`config.mk`:
```
export PLATFORM = sky130hd
export DESIGN_NAME = uart_tx
export DESIGN_NICKNAME = d
export VERILOG_FILES = /design/src/hw/uart_tx_pkg.sv /design/src/hw/uart_tx.sv
export VERILOG_INCLUDE_DIRS = /design/src /design/src/hw
export SDC_FILE = /design/constraint.sdc
export NUM_CORES = 1
export LEC_CHECK = 0
export ABC_AREA = 0
export BUFFER_PORTS_ARGS = -buffer_cell sky130_fd_sc_hd__buf_2
export CAP_MARGIN = 20
export CORE_MARGIN = 8
export CORE_UTILIZATION = 53
export CTS_CLUSTER_DIAMETER = 40
export DETAILED_ROUTE_END_ITERATION = 16
export PLACE_DENSITY = 0.9
export SYNTH_ARGS = -nofsm -noshare
export SYNTH_HDL_FRONTEND = slang
export SYNTH_SLANG_ARGS = --single-unit
```
`constraint.sdc`:
```
create_clock -name aclk -period 6.4 [get_ports aclk]
set_input_delay 0.64 -clock aclk [delete_from_list [all_inputs] [get_ports aclk]]
set_output_delay 0.64 -clock aclk [all_outputs]
set_load 0.03 [all_outputs]
```
`src/hw/uart_tx_params.svh`:
```
// Purpose: Offsets, field positions and reset values of the transmitter.
// Assumes: 32-bit AXI4-Lite register words, 8-bit byte address.
// Notes:   Definitions only.
`ifndef UART_TX_PARAMS_SVH
`define UART_TX_PARAMS_SVH

// ==========================================================================
// Register offsets
`define ADDR_CTRL    8'h00
`define ADDR_DIVISOR 8'h04
`define ADDR_DATA    8'h08
`define ADDR_STATUS  8'h0c
`define ADDR_ISTAT   8'h10
`define ADDR_IMASK   8'h14

// ==========================================================================
// Field positions
`define CTRL_EN_BIT    0
`define CTRL_HS_BIT    1
`define CTRL_WIDE_BIT  2
`define CTRL_IE_BIT    3
`define EV_SENT_BIT    0
`define EV_FREE_BIT    1

// ==========================================================================
// Reset values and framing
`define DIVISOR_RESET  16'h0000
`define FRAME_LAST_BIT 4'h9
`define RESP_OKAY      2'h0
`define RESP_SLVERR    2'h2

`endif

```
`src/hw/uart_tx_pkg.sv`:
```
// Purpose: Types shared by the transmitter design.
// Assumes: Constants live in uart_tx_params.svh.
// Notes:   Types only.
package uart_tx_pkg;

  typedef enum logic {TX_IDLE, TX_SHIFT} tx_state_e;

  typedef struct packed {
    logic        ie;
    logic        wide;
    logic        hs;
    logic        en;
  } ctrl_s;

  typedef struct packed {
    logic        load;
    logic [15:0] value;
  } autobaud_s;

  typedef struct packed {
    ctrl_s       ctrl;
    logic [15:0] div;
    logic [7:0]  hold;
    logic        hold_full;
    tx_state_e   state;
    logic [9:0]  shreg;
    logic [3:0]  bitcnt;
    logic [17:0] pre;
    logic        flag;
    logic [1:0]  ists;
    logic [1:0]  imask;
    logic        tx_line_low;
    logic        aw_full;
    logic [7:0]  aw_addr;
    logic        w_full;
    logic [31:0] w_data;
    logic [3:0]  w_strb;
    logic        bvalid;
    logic [1:0]  bresp;
    logic        rvalid;
    logic [1:0]  rresp;
    logic [31:0] rdata;
  } st_s;

endpackage

```
`src/hw/uart_tx.sv`:
```
// Purpose: Serial transmitter with holding buffer, empty flag and baud
//          generator, reached over AXI4-Lite.
// Assumes: aclk is the oscillator; autobaud inputs come from aclk logic.
// Notes:   One packed state struct, two always_comb, one always_ff.
//
// Notes on behaviour
// - The empty flag is high when enabled unless a char waits behind a shift.
// - The empty flag shows a buffer write from the second cycle after it.
// - Software cannot write the empty flag; it follows the enable and the buffer.
// - The interrupt enable gates the empty flag's request but not the flag itself or the masked ists requests.
// - Software or auto-baud may rewrite the divisor for later bits.
// - High-speed wide mode: divisor 832 at 32 MHz gives 9604 baud.
// - The empty flag rises once the transmitter is enabled.
// - A char written while shifting loads once the stop bit ends.
`include "uart_tx_params.svh"

module uart_tx (
  input  wire logic                   aclk,
  input  wire logic                   aresetn,
  input  wire logic [7:0]             s_axi_awaddr,
  input  wire logic                   s_axi_awvalid,
  output logic                        s_axi_awready,
  input  wire logic [31:0]            s_axi_wdata,
  input  wire logic [3:0]             s_axi_wstrb,
  input  wire logic                   s_axi_wvalid,
  output logic                        s_axi_wready,
  output logic [1:0]                  s_axi_bresp,
  output logic                        s_axi_bvalid,
  input  wire logic                   s_axi_bready,
  input  wire logic [7:0]             s_axi_araddr,
  input  wire logic                   s_axi_arvalid,
  output logic                        s_axi_arready,
  output logic [31:0]                 s_axi_rdata,
  output logic [1:0]                  s_axi_rresp,
  output logic                        s_axi_rvalid,
  input  wire logic                   s_axi_rready,
  input  wire uart_tx_pkg::autobaud_s autobaud,
  output logic                        tx_out,
  output logic                        irq
);

  uart_tx_pkg::st_s s_r;
  uart_tx_pkg::st_s s_nxt;
  logic             do_wr;
  logic [17:0]      bit_limit;
  logic [1:0]       ev;
  logic [1:0]       w1c;
  logic             shifting;

  // ========================================================================
  // Bus handshakes
  assign s_axi_awready = ~s_r.aw_full;
  assign s_axi_wready  = ~s_r.w_full;
  assign s_axi_bvalid  = s_r.bvalid;
  assign s_axi_bresp   = s_r.bresp;
  assign s_axi_arready = ~s_r.rvalid;
  assign s_axi_rvalid  = s_r.rvalid;
  assign s_axi_rresp   = s_r.rresp;
  assign s_axi_rdata   = s_r.rdata;
  assign do_wr         = s_r.aw_full & s_r.w_full & ~s_r.bvalid;
  assign shifting      = (s_r.state == uart_tx_pkg::TX_SHIFT);
  assign tx_out        = ~s_r.tx_line_low;

  // ========================================================================
  // Baud timing
  // In the other modes a bit lasts sixteen clocks times the low byte plus one.
  always_comb begin
    if (s_r.ctrl.hs && s_r.ctrl.wide) begin
      bit_limit = {s_r.div, 2'h3};
    end else begin
      bit_limit = {6'h00, s_r.div[7:0], 4'hf};
    end
  end

  assign irq = (s_r.flag & s_r.ctrl.ie) | (|(s_r.ists & s_r.imask));

  // ========================================================================
  // Next state
  always_comb begin
    s_nxt = s_r;
    ev    = 2'h0;
    w1c   = 2'h0;

    if (s_axi_awvalid && !s_r.aw_full) begin
      s_nxt.aw_full = 1'b1;
      s_nxt.aw_addr = s_axi_awaddr;
    end
    if (s_axi_wvalid && !s_r.w_full) begin
      s_nxt.w_full = 1'b1;
      s_nxt.w_data = s_axi_wdata;
      s_nxt.w_strb = s_axi_wstrb;
    end
    if (s_r.bvalid && s_axi_bready) begin
      s_nxt.bvalid = 1'b0;
    end

    // Auto-baud updates first so that a software write in the same cycle
    // takes precedence.
    if (autobaud.load) begin
      s_nxt.div = autobaud.value;
    end

    if (do_wr) begin
      s_nxt.aw_full = 1'b0;
      s_nxt.w_full  = 1'b0;
      s_nxt.bvalid  = 1'b1;
      s_nxt.bresp   = `RESP_OKAY;
      case (s_r.aw_addr)
        `ADDR_CTRL: begin
          if (s_r.w_strb[0]) begin
            s_nxt.ctrl = s_r.w_data[3:0];
          end
        end
        `ADDR_DIVISOR: begin
          if (s_r.w_strb[0]) begin
            s_nxt.div[7:0] = s_r.w_data[7:0];
          end
          if (s_r.w_strb[1]) begin
            s_nxt.div[15:8] = s_r.w_data[15:8];
          end
        end
        `ADDR_DATA: begin
          // A full buffer drops the new character.
          if (s_r.w_strb[0] && s_r.ctrl.en && !s_r.hold_full) begin
            s_nxt.hold      = s_r.w_data[7:0];
            s_nxt.hold_full = 1'b1;
          end
        end
        `ADDR_STATUS: begin
          // Status is read-only; writes are accepted and discarded.
        end
        `ADDR_ISTAT: begin
          if (s_r.w_strb[0]) begin
            w1c = s_r.w_data[1:0];
          end
        end
        `ADDR_IMASK: begin
          if (s_r.w_strb[0]) begin
            s_nxt.imask = s_r.w_data[1:0];
          end
        end
        default: begin
          s_nxt.bresp = `RESP_SLVERR;
        end
      endcase
    end

    if (s_r.rvalid && s_axi_rready) begin
      s_nxt.rvalid = 1'b0;
    end
    if (s_axi_arvalid && !s_r.rvalid) begin
      s_nxt.rvalid = 1'b1;
      s_nxt.rresp  = `RESP_OKAY;
      s_nxt.rdata  = 32'h0000_0000;
      case (s_axi_araddr)
        `ADDR_CTRL:    s_nxt.rdata[3:0]  = s_r.ctrl;
        `ADDR_DIVISOR: s_nxt.rdata[15:0] = s_r.div;
        `ADDR_DATA:    s_nxt.rdata[7:0]  = s_r.hold;
        `ADDR_STATUS:  s_nxt.rdata[2:0]  = {s_r.hold_full, shifting, s_r.flag};
        `ADDR_ISTAT:   s_nxt.rdata[1:0]  = s_r.ists;
        `ADDR_IMASK:   s_nxt.rdata[1:0]  = s_r.imask;
        default:       s_nxt.rresp       = `RESP_SLVERR;
      endcase
    end

    // Transmit engine.
    case (s_r.state)
      uart_tx_pkg::TX_IDLE: begin
        if (s_r.ctrl.en && s_r.hold_full) begin
          s_nxt.shreg     = {1'b1, s_r.hold, 1'b0};
          s_nxt.hold_full = 1'b0;
          s_nxt.state     = uart_tx_pkg::TX_SHIFT;
          s_nxt.pre       = 18'h00000;
          s_nxt.bitcnt    = 4'h0;
          ev[`EV_FREE_BIT] = 1'b1;
        end
      end
      uart_tx_pkg::TX_SHIFT: begin
        // A smaller divisor written mid-bit ends the bit at once instead
        // of letting the counter run round.
        if (s_r.pre >= bit_limit) begin
          s_nxt.pre    = 18'h00000;
          s_nxt.shreg  = {1'b1, s_r.shreg[9:1]};
          s_nxt.bitcnt = s_r.bitcnt + 4'h1;
          if (s_r.bitcnt == `FRAME_LAST_BIT) begin
            s_nxt.state = uart_tx_pkg::TX_IDLE;
            ev[`EV_SENT_BIT] = 1'b1;
          end
        end else begin
          s_nxt.pre = s_r.pre + 18'h00001;
        end
      end
      default: begin
        s_nxt.state = uart_tx_pkg::TX_IDLE;
      end
    endcase

    if (!s_r.ctrl.en) begin
      s_nxt.state     = uart_tx_pkg::TX_IDLE;
      s_nxt.hold_full = 1'b0;
      ev              = 2'h0;
    end

    s_nxt.tx_line_low = (s_nxt.state == uart_tx_pkg::TX_SHIFT) &
                        ~s_nxt.shreg[0];
    // Set wins over a same-cycle clear.
    s_nxt.ists = (s_r.ists & ~w1c) | ev;
    // One register stage gives the required two-cycle lag.
    s_nxt.flag = s_r.ctrl.en & ~(s_r.hold_full & shifting);
  end

  always_ff @(posedge aclk) begin
    if (!aresetn) begin
      s_r <= '0;
    end else begin
      s_r <= s_nxt;
    end
  end
endmodule

```
==> metrics.yaml <==
routing:
  wl_um: 15100
  firstDrtPassIters: 8
  via_per_inst: 5.86
  vias: 5066
  route.detailed.drc: 0
  avgRoutedWirePerCell_um: 17.5
  detail-route-antenna-nets: 0
  drt_iter0_drc: 549
synthesis:
  synthArstFlopShare_pct: 0
  synthCells: 663
  ys_types: 66
  synthTopCellsByArea: "dfxtp_1, mux2i_1, nand2_1"
  synth-edff-count: 0
  ys_seq_area_share_pct: 41.1
  synth_top_area_share_pct: 41.1
  syn_area_um2: 5650
  avgSynthCellArea_um2: 8.52
  synth_ff_type: "dfxtp_1"
  yosysTopAreaCell: "dfxtp_1"
  synth_most_common_cell: "dfxtp_1"
  yosys_warnings: 0
  netlist_top_cells_count: "dfxtp_1, nand2_1, nor2_1, a21oi_1, mux2i_1"
  ys_ff_latch: 116
setup_path:
  path_cells: "nand2_1 > mux2i_1 > ha_1 > a21oi_1 > o21a_1 > nor2_1 > o41a_1 > nand2b_1 > a31oi_1"
  endpoint_kind: "flip-flop"
  startpoint_type: "flip-flop"
  critPathTopFamily: "simple AND/OR/NAND/NOR gates"
  arrival_ns: 3.37
  worstPathMaxFanout: 14
  worstPathRequired_ns: 6.77
  path_class: "flip-flop to flip-flop"
  cp_num_buf_inv: 0
  max_stage_delay_ns: 0.64
  cp_slowest_cell: "o41a_1"
hold_path:
  worst_hold_path_type: "input port to flip-flop"
clock_network:
  numCtsBuffers: 17
  cts_tree: "yes"
  root_buffer: "clkbuf_8"
  clk-insertion-delay-late_ns: 0.53
  clkTransAtPathRegs_ns: 0.06
  cts_sinks: 116
  clock_path_buffers: 2
  post_cts_resized: 0
  hold_buffers: 0
  postCtsSetupBuffers: 0
  cts_htree_levels: 4
timing:
  fin_skew_ns: 0.00755
  hold_slack_ns: 0.307
  min_period_over_period_pct: 46.8
  fin_setup_tns_ns: 0
  slew_violations: 0
  hold_viol_final: 0
  fin_crit_ns: 3.00
  worstMarginPinSlew_ns: 0.871
  clock.fmax_ghz: 0.334
  relSlewSlack_pct: 41.9
  grt_setup_unrepaired: "false"
  finalSetupViolations: 0
run_status:
  run_status: "finished clean"
floorplanning:
  ios: 119
  die_y_um: 119
  dieArea_um2: 14200
  start_util_pct: 54.7
  die_w_um: 119
  core_area_um2: 10300
  rows: 37
layout:
  layoutNonFillerInstCount: 864
  layout.nets: 810
  areaGrowthSynthToFinish_pct: 14.7
  drive_above_1_share_pct: 18.7
  fin_area_um2: 6470
grt:
  grtUsageTotal_pct: 20.7
  antenna_found_initial: 1
  grt_start_max_net_pins: 84
  overflow: 0
  grt_pass1_vias: 5042
  grt_pass1_wl_um: 24000
placed_design:
  placed_area_um2: 5910
  placed_cells: 832
  portBuffers: 82
  dpl.hpwl_um: 10100
  gp_congestion: 0.850
power_and_ir_drop:
  p_leak_nw: 2.80
  peakVddDrop_v: 0.000191
  power_density_nw_per_um2: 278
flow_run:
  cap_violations: 0
==> where the power goes <==
| part | switching [mW] | internal [mW] |
|---|---|---|
| Clock | 0.333 | 0.580 |
| Sequential | 0.0194 | 0.742 |
| Combinational | 0.0839 | 0.0428 |
| Total | 0.436 | 1.37 |
==> metal layers <==
layer / track usage (%) / share of wire [%] / up-vias / wire length [µm]
met1: 22.9 / 40 / 2364 / 6020
met5: 0 / 0.053 / - / 8
li1: - / - / 2397 / -
met4: 9.49 / 2.8 / 2 / 423
met3: 6.28 / 8.0 / 61 / 1210
met2: 35.7 / 49 / 242 / 7480
==> logic make-up after synthesis <==
logic type | count (synthesis) | share of synthesized area, %
AOI/OAI and AO/OA | 146 | 17.2
other | 1 | 0.0664
xor gates and xnor gates | 3 | 0.465
DFF | 116 | 41.1
muxes | 44 | 8.51
and+or+nand+nor | 250 | 20.2
adders and majority gates | 19 | 4.21
buffers and inverters | 84 | 8.22
==> layout make-up <==
| type | instances | area (µm²) |
|---|---|---|
| clock buffers | 22 | 463 |
| fillers | 838 | 3850 |
| inverters | 15 | 56.3 |
| multi-input cells | 480 | 2920 |
| well taps | 136 | 170 |
| flip-flops and latches | 116 | 2320 |
| repair buffers | 85 | 433 |
| diodes | 1 | 2.50 |
| clock inverters | 9 | 104 |
==> cells in the final DEF (no fill, tap or decap), types with 4 or more instances in the layout <==
| master | instances |
|---|---|
| dfxtp_1 | 116 |
| nand2_1 | 100 |
| buf_2 | 82 |
| nor2_1 | 75 |
| a21oi_1 | 53 |
| mux2i_1 | 39 |
| nand3_1 | 20 |
| a211oi_1 | 19 |
| ha_1 | 19 |
| conb_1 | 18 |
| clkbuf_16 | 16 |
| inv_1 | 14 |
| o21ai_0 | 13 |
| nor3_1 | 10 |
| nor2b_1 | 8 |
| a22oi_1 | 8 |
| o221ai_1 | 8 |
| o21ai_1 | 7 |
| a21o_1 | 6 |
| a31oi_1 | 5 |
| and3_1 | 4 |
| or3_1 | 4 |
| a22o_1 | 4 |
| clkbuf_8 | 4 |
| clkinv_2 | 4 |
==> sequential cells by signal, indices dropped and copies added, names as in the netlist <==
signal        count
shifting          1
s_axi_rvalid      1
s_axi_bresp       1
s_axi_rresp       1
s_axi_rdata      16
s_axi_bvalid      1
s_r              95
==> worst paths after layout <==
| kind | startpoint | end | slack [ns] | depth (start not counted) |
|---|---|---|---|---|
| max | s_r[149]$_SDFFE_PN0P_ | s_r[110]$_SDFFE_PN0P_ | 3.40 | 9 |
| min | s_axi_rready | s_axi_rvalid$_SDFFE_PN0P_ | 0.31 | 2 |
| max reg2reg | s_r[149]$_SDFFE_PN0P_ | s_r[110]$_SDFFE_PN0P_ | 3.40 | 9 |
| min reg2reg | s_r[81]$_SDFFE_PN0P_ | s_r[81]$_SDFFE_PN0P_ | 0.46 | 2 |
==> per-stage QoR <==
stage / total power, mW / setup WS, ns / utilization (%)
floorplan: 0.866 / 3.84 / -
global placement: 0.896 / 3.55 / 57.2
detailed placement: 0.900 / 3.51 / 57.2
CTS: 1.80 / 3.45 / 62.7
global route: 1.85 / 3.20 / 62.7
finish: 1.80 / 3.40 / 62.7
No activity file was read; power rests on OpenSTA's default activity.
